[src/pmc_defs.vh]
// Constants for the power mode and clock control block
`ifndef PMC_DEFS_VH
`define PMC_DEFS_VH
// Register byte offsets
`define A_CLKSEL 8'h00
`define A_SYNTH 8'h04
`define A_STATUS 8'h08
`define A_WDOG 8'h0C
`define A_RAMOFF 8'h10
`define A_PCLK 8'h14
`define A_LPCFG 8'h18
`define A_WAKEEN 8'h1C
// Main clock source codes
`define SRC_FRO12 3'h0
`define SRC_FAST 3'h1
`define SRC_LP1M 3'h2
`define SRC_SLOWXTAL 3'h3
`define SRC_SYSSYN 3'h4
// Synthesizer reference codes and frequencies in Hz
`define REF_FRO12 2'h0
`define REF_INT16 2'h1
`define REF_SLOWXTAL 2'h2
`define REF_EXTIN 2'h3
`define HZ_FRO12 32'd12000000
`define HZ_INT16 32'd16000000
`define HZ_SLOWXTAL 32'd32768
`define SYS_REF_MIN_HZ 32'd32768
`define AUD_REF_MIN_HZ 32'd1000000
`define REF_MAX_HZ 32'd25000000
// Low power modes per processor
`define MODE_ACT 2'h0
`define MODE_SLEEP 2'h1
`define MODE_DSLEEP 2'h2
`define MODE_DPD 2'h3
// Field positions
`define F_FAST60 3
`define F_SYSEN 0
`define F_AUDEN 1
`define F_SYSREF 2
`define F_AUDREF 4
`define F_ANA 8
`define F_WDEN 0
`define F_OSCKEEP 4
`define F_ANAKEEP 10
// Timing: lock time in us, clock in MHz, reset pulse after power-down
`define SYNTH_LOCK_US 150
`define CLK_MHZ 20
`define RST_CYCLES 4'hF
// Reset values
`define RV_ZERO 32'h0000_0000
`define RV_RAMOFF 30'h0000_0000
`define RV_PCLK 32'hFFFF_FFFF
`endif

[src/power_mode_clock_control.v]
// Power mode, clock source, synthesizer, watchdog lock and RAM power control
// Functional notes
// - After reset the main clock runs from the 12 MHz free-running oscillator.
// - Fast oscillator selects 48 or 60 MHz and may drive main clock.
// - System synthesizer locks about 150 us after enable; unusable before.
// - System reference 32.768 kHz..25 MHz; audio reference 1..25 MHz.
// - Each synthesizer has its own software on/off control.
// - Once watchdog is enabled its configuration ignores writes until reset.
// - Peripheral clocks adjustable; each RAM partition retained or powered off.
// - Each processor has its own sleep control.
// - Sleep gates processor clock until reset or interrupt, then resumes.
// - Clocked peripherals keep running in sleep and may wake processor.
// - Sleep and deep-sleep keep state, RAM and pin levels.
// - Deep-sleep gates main clock and all peripheral clocks.
// - Deep-sleep turns primary clock sources off unless software keeps them.
// - Deep-sleep powers analog blocks down unless software keeps them.
// - Deep-sleep always stops synthesizers and main clock; oscillators optional.
// - Pin interrupts and chosen peripherals may wake from deep-sleep.
// - Deep power-down removes all power except always-on domain and pins.
// - Deep power-down ends on reset pin, alarm or power manager pin.
// - The one-hertz alarm flag raises a wake-up request.
// - Deep power-down loses RAM and registers; functional pins float.
`timescale 1ns/1ps
`include "pmc_defs.vh"
module power_mode_clock_control #(
  parameter [31:0] EXT_CLK_HZ = 32'd25000000
) (
  // Clock and reset
  input wire clk_sys,
  input wire resetn,
  // AHB-Lite slave
  input wire hsel,
  input wire [31:0] haddr,
  input wire [1:0] htrans,
  input wire hwrite,
  input wire [2:0] hsize,
  input wire [31:0] hwdata,
  input wire hready,
  output wire hreadyout,
  output wire hresp,
  output reg [31:0] hrdata,
  // Processor handshakes
  input wire [1:0] cpuWfi,
  input wire [1:0] cpuIrq,
  // Wake sources
  input wire [7:0] wakeReq,
  input wire one_hz_alarm_flag,
  input wire power_manager_irq_pin_n,
  // Clock control
  output reg [2:0] mainClkSel,
  output reg fastOsc60,
  output reg mainClkEn,
  output reg [1:0] cpuClkEn,
  output reg [31:0] periphClkEn,
  output reg [5:0] oscEn,
  output reg sysSynthEn,
  output reg sysSynthLocked,
  output reg audSynthEn,
  // Power control
  output reg [3:0] analogPwrEn,
  output reg [29:0] ramPowerOff,
  output reg corePowerEn,
  output reg coreResetN,
  output reg pinHighZ,
  output reg rtcWakeReq,
  // Watchdog configuration
  output reg wdogEnable,
  output reg [30:0] wdogCfg
);

////////////////////////////////////////////////////////////////////////////
// Constants and state
localparam [1:0] G_RUN = 2'h0;
localparam [1:0] G_DSLP = 2'h1;
localparam [1:0] G_DPD = 2'h2;
localparam [1:0] G_RST = 2'h3;
// Lock count fits in 12 bits at this clock; the cut is deliberate
localparam integer LOCK_CYC_I = `SYNTH_LOCK_US * `CLK_MHZ;
localparam [11:0] LOCK_CYC = LOCK_CYC_I[11:0];
reg [1:0] glob_r;
reg [1:0] glob_nxt;
reg [3:0] rstCnt_r;
reg [1:0] asleep_r;
reg [11:0] lockCnt_r;
reg [2:0] clkSrc_r;
reg fast60_r;
reg sysEn_r;
reg audEn_r;
reg [1:0] sysRef_r;
reg [1:0] audRef_r;
reg [3:0] ana_r;
reg wdEn_r;
reg [30:0] wdCfg_r;
reg [29:0] ramOff_r;
reg [31:0] pclk_r;
reg [1:0] mode0_r;
reg [1:0] mode1_r;
reg [5:0] oscKeep_r;
reg [3:0] anaKeep_r;
reg [7:0] wakeEn_r;
reg wrPend_r;
reg [7:0] wrAddr_r;
////////////////////////////////////////////////////////////////////////////
// Helpers
// Frequency of a synthesizer reference choice
function [31:0] refHz;
  input [1:0] sel;
  begin
    if (sel == `REF_FRO12)
      refHz = `HZ_FRO12;
    else if (sel == `REF_INT16)
      refHz = `HZ_INT16;
    else if (sel == `REF_SLOWXTAL)
      refHz = `HZ_SLOWXTAL;
    else
      refHz = EXT_CLK_HZ;
  end
endfunction
// Reference within a synthesizer's input range
function refOk;
  input [1:0] sel;
  input [31:0] minHz;
  begin
    refOk = (refHz(sel) >= minHz) && (refHz(sel) <= `REF_MAX_HZ);
  end
endfunction
wire sysRefOk = refOk(sysRef_r, `SYS_REF_MIN_HZ);
wire audRefOk = refOk(audRef_r, `AUD_REF_MIN_HZ);
wire run = (glob_r == G_RUN);
// Synthesizers only run in the run state with a legal reference
wire sysOn = run && sysEn_r && sysRefOk;
wire audOn = run && audEn_r && audRefOk;
wire sysLocked = sysOn && (lockCnt_r == LOCK_CYC);
// Core logic is reset after power-down, just like at power-up
wire coreRst = (glob_r == G_RST);
wire dsWake = (|(wakeReq & wakeEn_r)) || one_hz_alarm_flag ||
  !power_manager_irq_pin_n || (|cpuIrq);
wire dpdWake = one_hz_alarm_flag || !power_manager_irq_pin_n;
wire accept = hsel && htrans[1] && hready;
wire [31:0] statusWord = {21'h0, clkSrc_r, glob_r, asleep_r, wdEn_r,
  audRefOk, sysRefOk, sysLocked};
////////////////////////////////////////////////////////////////////////////
// Bus slave: zero wait states, OKAY only
assign hreadyout = 1'b1;
assign hresp = 1'b0;
// Address phase: latch writes, fetch read data
always @(posedge clk_sys or negedge resetn) begin
  if (!resetn) begin
    wrPend_r <= 1'b0;
    wrAddr_r <= 8'h00;
    hrdata <= `RV_ZERO;
  end else if (hready) begin
    wrPend_r <= accept && hwrite;
    wrAddr_r <= haddr[7:0];
    if (accept && !hwrite) begin
      if (haddr[7:0] == `A_CLKSEL)
        hrdata <= {28'h0, fast60_r, clkSrc_r};
      else if (haddr[7:0] == `A_SYNTH)
        hrdata <= {20'h0, ana_r, 2'h0, audRef_r, sysRef_r, audEn_r, sysEn_r};
      else if (haddr[7:0] == `A_STATUS)
        hrdata <= statusWord;
      else if (haddr[7:0] == `A_WDOG)
        hrdata <= {wdCfg_r, wdEn_r};
      else if (haddr[7:0] == `A_RAMOFF)
        hrdata <= {2'h0, ramOff_r};
      else if (haddr[7:0] == `A_PCLK)
        hrdata <= pclk_r;
      else if (haddr[7:0] == `A_LPCFG)
        hrdata <= {18'h0, anaKeep_r, oscKeep_r, mode1_r, mode0_r};
      else if (haddr[7:0] == `A_WAKEEN)
        hrdata <= {24'h0, wakeEn_r};
      else
        hrdata <= `RV_ZERO;
    end
  end
end

////////////////////////////////////////////////////////////////////////////
// Software registers, data phase writes
// Cleared at power-up and again when leaving deep power-down
always @(posedge clk_sys or negedge resetn) begin
  if (!resetn) begin
    clkSrc_r <= `SRC_FRO12;
    fast60_r <= 1'b0;
    sysEn_r <= 1'b0;
    audEn_r <= 1'b0;
    sysRef_r <= `REF_FRO12;
    audRef_r <= `REF_FRO12;
    ana_r <= 4'h0;
    wdEn_r <= 1'b0;
    wdCfg_r <= 31'h0;
    ramOff_r <= `RV_RAMOFF;
    pclk_r <= `RV_PCLK;
    mode0_r <= `MODE_ACT;
    mode1_r <= `MODE_ACT;
    oscKeep_r <= 6'h0;
    anaKeep_r <= 4'h0;
    wakeEn_r <= 8'h00;
  end else if (coreRst) begin
    clkSrc_r <= `SRC_FRO12;
    fast60_r <= 1'b0;
    sysEn_r <= 1'b0;
    audEn_r <= 1'b0;
    sysRef_r <= `REF_FRO12;
    audRef_r <= `REF_FRO12;
    ana_r <= 4'h0;
    wdEn_r <= 1'b0;
    wdCfg_r <= 31'h0;
    ramOff_r <= `RV_RAMOFF;
    pclk_r <= `RV_PCLK;
    mode0_r <= `MODE_ACT;
    mode1_r <= `MODE_ACT;
    oscKeep_r <= 6'h0;
    anaKeep_r <= 4'h0;
    wakeEn_r <= 8'h00;
  end else if (wrPend_r) begin
    if (wrAddr_r == `A_CLKSEL) begin
      clkSrc_r <= hwdata[2:0];
      fast60_r <= hwdata[`F_FAST60];
    end else if (wrAddr_r == `A_SYNTH) begin
      sysEn_r <= hwdata[`F_SYSEN];
      audEn_r <= hwdata[`F_AUDEN];
      sysRef_r <= hwdata[`F_SYSREF +: 2];
      audRef_r <= hwdata[`F_AUDREF +: 2];
      ana_r <= hwdata[`F_ANA +: 4];
    end else if (wrAddr_r == `A_WDOG) begin
      // Enabled watchdog refuses every further change
      if (!wdEn_r) begin
        wdEn_r <= hwdata[`F_WDEN];
        wdCfg_r <= hwdata[31:1];
      end
    end else if (wrAddr_r == `A_RAMOFF) begin
      ramOff_r <= hwdata[29:0];
    end else if (wrAddr_r == `A_PCLK) begin
      pclk_r <= hwdata;
    end else if (wrAddr_r == `A_LPCFG) begin
      mode0_r <= hwdata[1:0];
      mode1_r <= hwdata[3:2];
      oscKeep_r <= hwdata[`F_OSCKEEP +: 6];
      anaKeep_r <= hwdata[`F_ANAKEEP +: 4];
    end else if (wrAddr_r == `A_WAKEEN) begin
      wakeEn_r <= hwdata[7:0];
    end
  end
end

////////////////////////////////////////////////////////////////////////////
// Per-processor sleep
genvar gi;
generate
  for (gi = 0; gi < 2; gi = gi + 1) begin : g_cpu
    wire [1:0] mode = (gi == 0) ? mode0_r : mode1_r;
    // Idle-wait with a chosen mode puts only this processor to sleep
    always @(posedge clk_sys or negedge resetn) begin
      if (!resetn)
        asleep_r[gi] <= 1'b0;
      else if (coreRst || cpuIrq[gi])
        asleep_r[gi] <= 1'b0;
      else if (run && cpuWfi[gi] && (mode != `MODE_ACT))
        asleep_r[gi] <= 1'b1;
    end
  end
endgenerate
////////////////////////////////////////////////////////////////////////////
// Chip power state
// Deep modes need both processors idle; processor 0 picks the depth.
// A wake source still pending blocks entry, else the chip would bounce
// between run and deep-sleep while the processors stay asleep.
always @* begin
  glob_nxt = glob_r;
  case (glob_r)
    G_RUN: begin
      if (&asleep_r && !dsWake) begin
        if (mode0_r == `MODE_DPD)
          glob_nxt = G_DPD;
        else if (mode0_r == `MODE_DSLEEP)
          glob_nxt = G_DSLP;
      end
    end
    G_DSLP: begin
      if (dsWake)
        glob_nxt = G_RUN;
    end
    G_DPD: begin
      if (dpdWake)
        glob_nxt = G_RST;
    end
    default: begin
      if (rstCnt_r == `RST_CYCLES)
        glob_nxt = G_RUN;
    end
  endcase
end
always @(posedge clk_sys or negedge resetn) begin
  if (!resetn) begin
    glob_r <= G_RUN;
    rstCnt_r <= 4'h0;
  end else begin
    glob_r <= glob_nxt;
    rstCnt_r <= coreRst ? rstCnt_r + 4'h1 : 4'h0;
  end
end
// Lock timer restarts whenever the synthesizer is stopped
always @(posedge clk_sys or negedge resetn) begin
  if (!resetn)
    lockCnt_r <= 12'h000;
  else if (!sysOn)
    lockCnt_r <= 12'h000;
  else if (lockCnt_r != LOCK_CYC)
    lockCnt_r <= lockCnt_r + 12'h001;
end

////////////////////////////////////////////////////////////////////////////
// Registered control outputs
// Outputs follow state one cycle late so they never glitch
always @(posedge clk_sys or negedge resetn) begin
  if (!resetn) begin
    mainClkSel <= `SRC_FRO12;
    fastOsc60 <= 1'b0;
    mainClkEn <= 1'b1;
    cpuClkEn <= 2'h3;
    periphClkEn <= `RV_PCLK;
    oscEn <= 6'h3F;
    sysSynthEn <= 1'b0;
    sysSynthLocked <= 1'b0;
    audSynthEn <= 1'b0;
    analogPwrEn <= 4'h0;
    ramPowerOff <= `RV_RAMOFF;
    corePowerEn <= 1'b1;
    coreResetN <= 1'b1;
    pinHighZ <= 1'b0;
    rtcWakeReq <= 1'b0;
    wdogEnable <= 1'b0;
    wdogCfg <= 31'h0;
  end else begin
    // Unlocked synthesizer falls back to the default oscillator
    mainClkSel <= (clkSrc_r == `SRC_SYSSYN && !sysLocked) ?
      `SRC_FRO12 : clkSrc_r;
    fastOsc60 <= fast60_r;
    mainClkEn <= run;
    cpuClkEn <= run ? ~asleep_r : 2'h0;
    periphClkEn <= run ? pclk_r : `RV_ZERO;
    if (glob_r == G_DSLP)
      oscEn <= oscKeep_r;
    else if (glob_r == G_DPD)
      oscEn <= 6'h00;
    else
      oscEn <= 6'h3F;
    sysSynthEn <= sysOn;
    sysSynthLocked <= sysLocked;
    audSynthEn <= audOn;
    if (glob_r == G_DSLP)
      analogPwrEn <= ana_r & anaKeep_r;
    else
      analogPwrEn <= run ? ana_r : 4'h0;
    // RAM keeps its content in sleep and deep-sleep, lost in power-down
    ramPowerOff <= (glob_r == G_DPD) ? ~`RV_RAMOFF : ramOff_r;
    corePowerEn <= (glob_r != G_DPD);
    coreResetN <= !coreRst;
    pinHighZ <= (glob_r == G_DPD);
    rtcWakeReq <= one_hz_alarm_flag;
    wdogEnable <= wdEn_r;
    wdogCfg <= wdCfg_r;
  end
end
endmodule // power_mode_clock_control

[config.mk]
export PLATFORM = sky130hd
export DESIGN_NAME = power_mode_clock_control
export DESIGN_NICKNAME = d
export VERILOG_FILES = /design/src/power_mode_clock_control.v
export VERILOG_INCLUDE_DIRS = /design/src
export SDC_FILE = /design/constraint.sdc
export NUM_CORES = 1
export LEC_CHECK = 0
export ABC_AREA = 1
export BUFFER_PORTS_ARGS = -buffer_cell sky130_fd_sc_hd__buf_4
export CAP_MARGIN = 5
export CELL_PAD_IN_SITES_DETAIL_PLACEMENT = 2
export CELL_PAD_IN_SITES_GLOBAL_PLACEMENT = 2
export CORE_MARGIN = 2
export CORE_UTILIZATION = 36
export DETAILED_ROUTE_END_ITERATION = 10
export GPL_TIMING_DRIVEN = 1
export PLACE_DENSITY = 0.95
export SETUP_SLACK_MARGIN = 0.1
export SLEW_MARGIN = 20
export SYNTH_ARGS = -nofsm -noshare
export SYNTH_HDL_FRONTEND = slang
export SYNTH_SLANG_ARGS = --single-unit
[constraint.sdc]
create_clock -name clk_sys -period 2.7 [get_ports clk_sys]
set_clock_uncertainty 0.2 [all_clocks]
set_input_delay 0.27 -clock clk_sys [delete_from_list [all_inputs] [get_ports clk_sys]]
set_output_delay 0.27 -clock clk_sys [all_outputs]
set_load 0.01 [all_outputs]
==> impl_metrics.yaml <==
critical_path:
  cp_top_family: "simple AND/OR/NAND/NOR gates"
  critPathSlowestCell: "dlygate4sd3_1"
  crit_buf_inv: 3
  crit_type: "input port to flip-flop"
  cp_cell_sequence: "dlygate4sd3_1 -> buf_4 -> inv_1 -> nand2_1 -> nor2_2 -> nand2_1 -> o21ai_0 -> o22ai_1 -> nand2_1 -> nand2_1 -> nand2_1"
  cp.arrival_ps: 2790
  cpMostUsedCell: "nand2_1"
  critPathRequiredTime_ps: 2960
  slowest_delay_ps: 560
  crit_path_start_kind: "input port"
  worstPathMaxFanout: 6
  cp-end-kind: "flip-flop"
yosys:
  synth.area.top_cells: "dfrtp_1, dfstp_2, nand2_1, o21ai_0, inv_1"
  syn_area_um2: 12600
  synth_edf_count: 0
  avgSynthCellArea_um2: 9.31
  synthFlopType: "dfrtp_1"
  syn_inst: 1350
  yosysWarnings: 0
  netlist.area_leader.share: 0.466
  synthTopCellsByCount: "nand2_1, dfrtp_1, inv_1"
  yosysSeqAreaShare: 0.623
  syn_nets: 1445
  synth_cell_type_count: 45
  synth_most_common_cell: "nand2_1"
  synth_top_cell_by_area: "dfrtp_1"
  synth-seq-cells: 309
  async_flop_share: 1.00
grt:
  grt_pass1_vias: 13528
  antenna_found_initial: 4
  grt_usage: 0.339
  grt-ovfl-total: 0
  grt_first_pass_wirelength_mm: 90.5
  grt_start_max_net_pins: 86
clock_network:
  cts_root_buf: "clkbuf_16"
  clk_path_buf_depth: 3
  cts_tree: "built"
  numClockSinks: 309
  cts_made_buffers: 35
  clk_pin_slew_ps: 60
  ctsHtreeMaxLevel: 2
  insertion_delay_ps: 550
  post_cts_buffers: 0
detailed_routing:
  routed_wl_mm: 60.8
  drtIter0Drc: 839
  wl_per_cell_um: 28.8
  viasPerCell: 5.62
  dr.pass1.iters: 5
  drc: 0
  vias: 11886
  antenna_left: 0
die:
  die_w_um: 191
  rows: 68
  die-height_um: 191
  start_util: 0.365
  num_io_pins: 240
  fp.coreArea_um2: 34500
  dieArea_um2: 36400
power:
  powerDensity_nw_per_um2: 1140
  comb_power_share: 0.303
  p_leak_nw: 8.27
  pwr-share-seq: 0.433
  switchingPower_mw: 7.29
  p_clk_frac: 0.265
  power.internal_mw: 11.5
  ir_worst_vdd_mv: 0.554
  p_sw_frac: 0.387
timing:
  slew_headroom: 0.570
  post-route-min-period_ps: 2530
  fmax_mhz: 395
  worst_pin_slew_ps: 644
  rsz0062_at_grt: "no"
  hold_viol: 0
  maxSlewViolCount: 0
  timing.hold.ws_ps: 140
  setup_viol: 0
  post-route-period-util: 0.937
  tns_ps: 0
status:
  run_status: "complete, no violations"
placed_design:
  io_buffer_count: 209
  post_dp_cell_area_um2: 14700
  hpwlAfterDp_mm: 35.5
  dp_cells: 1983
  gp_congestion: 0.915
flow_run:
  drv_cap: 0
cells_and_area:
  area_growth_pct: 31.6
  layout-drive-gt1-share: 0.253
  nNetsFinal: 1726
  stdcell_count: 2115
  design_area_um2: 16500
hold_path:
  hold_class: "input port to flip-flop"
-- power groups by stage --
| stage | logic [mW] | clock network, mW | registers (mW) |
|---|---|---|---|
| finish | 5.70 | 4.99 | 8.15 |
| global route | 6.07 | 5.20 | 8.25 |
| CTS | 5.48 | 4.94 | 8.02 |
| detailed placement | 5.06 | 0 | 7.97 |
| global placement | 4.61 | 0 | 7.80 |
| floorplan | 2.03 | 0 | 7.88 |
-- state kept, by name, indices dropped and copies added (netlist names), 6 cells and up --
name / cells
periphClkEn: 32
wdogCfg: 31
wdCfg_r: 31
ramPowerOff: 30
oscEn: 6
wakeEn_r: 8
ramOff_r: 30
hrdata: 32
wrAddr_r: 8
pclk_r: 32
oscKeep_r: 6
lockCnt_r: 12
-- routing by layer --
metal | track usage | share of wire | vias up
met3 | 0.0594 | 0.058 | 238
met1 | 0.394 | 0.38 | 6156
li1 | - | - | 4870
met4 | 0.213 | 0.069 | 2
met5 | 0 | 0.00012 | -
met2 | 0.578 | 0.50 | 620
-- cells in the final DEF (no fill, tap or decap), types with 9 or more instances in the layout --
cell           instances
inv_2                  9
buf_4                232
nor2_1                86
nand4_1                9
o21ai_0              127
nand2_1              362
dlygate4sd3_1         66
a21oi_1               53
o21ai_1               28
clkbuf_8               9
clkinv_2               9
or2_2                  9
o22ai_1               19
inv_1                138
clkbuf_16             36
nand3_1               61
dfrtp_1              234
dfstp_2               75
-- cells by family (layout without fill, tap and decap cells) --
| group | Yosys count | after routing | share of synthesized area |
|---|---|---|---|
| simple gates | 568 | 568 | 0.192 |
| flops | 309 | 309 | 0.623 |
| compound gates | 254 | 254 | 0.110 |
| buf+inv | 209 | 517 | 0.0679 |
| fa+ha+maj | 7 | 7 | 0.00697 |
| other cells | 2 | 4 | 0.000598 |
| xor+xnor | 1 | 1 | 0.000697 |
-- worst min-delay path, stage by stage --
cell and delay (ps):
buf_4 110, nand3_1 100, nor2_2 110, nand2_1 160, nand2_1 70
-- what timing repair did --
action,CTS,global route
cloned,0,0
hold buffers,66,0
setup endpoints to repair,3,7
endpoints found under the hold margin,352,0
resized for setup,1,7
-- final cells by class --
type,count,area (um^2)
Clock inverter,13,108
Timing Repair Buffer,303,2500
Clock buffer,51,1050
Sequential cell,309,7830
Tap cell,455,569
Inverter,150,569
Multi-Input combinational cell,832,3910
Fill cell,3605,17900
Antenna cell,2,5.00
-- through the flow --
| step | setup WS, ps | power (mW) | util |
|---|---|---|---|
| 6_report | 169 | 18.8 | 0.480 |
| 5_1_grt | 112 | 19.5 | 0.480 |
| 4_1_cts | 123 | 18.4 | 0.479 |
| 3_5_place_dp | 148 | 13.0 | 0.426 |
| 3_3_place_gp | 453 | 12.4 | 0.426 |
| 2_1_floorplan | 900 | 9.90 | - |
-- final timing paths --
| check | from | end | slack [ps] | depth (start not counted) |
|---|---|---|---|---|
| max | haddr[5] | hrdata[7]$_DFFE_PN0P_ | 170 | 11 |
| min | htrans[1] | hrdata[30]$_DFFE_PN0P_ | 140 | 5 |
| max reg2reg | glob_r[0]$_DFFE_PN0P_ | ramOff_r[29]$_DFFE_PN0P_ | 220 | 8 |
| min reg2reg | wdCfg_r[2]$_DFFE_PN0P_ | wdogCfg[2]$_DFF_PN0_ | 210 | 0 |
| max in group asynchronous | resetn | sysRef_r[1]$_DFFE_PN0P_ | 960 | 4 |
| min in group asynchronous | resetn | wdogCfg[22]$_DFF_PN0_ | 520 | 3 |
Note: power is estimated with default switching activity, not from simulation.
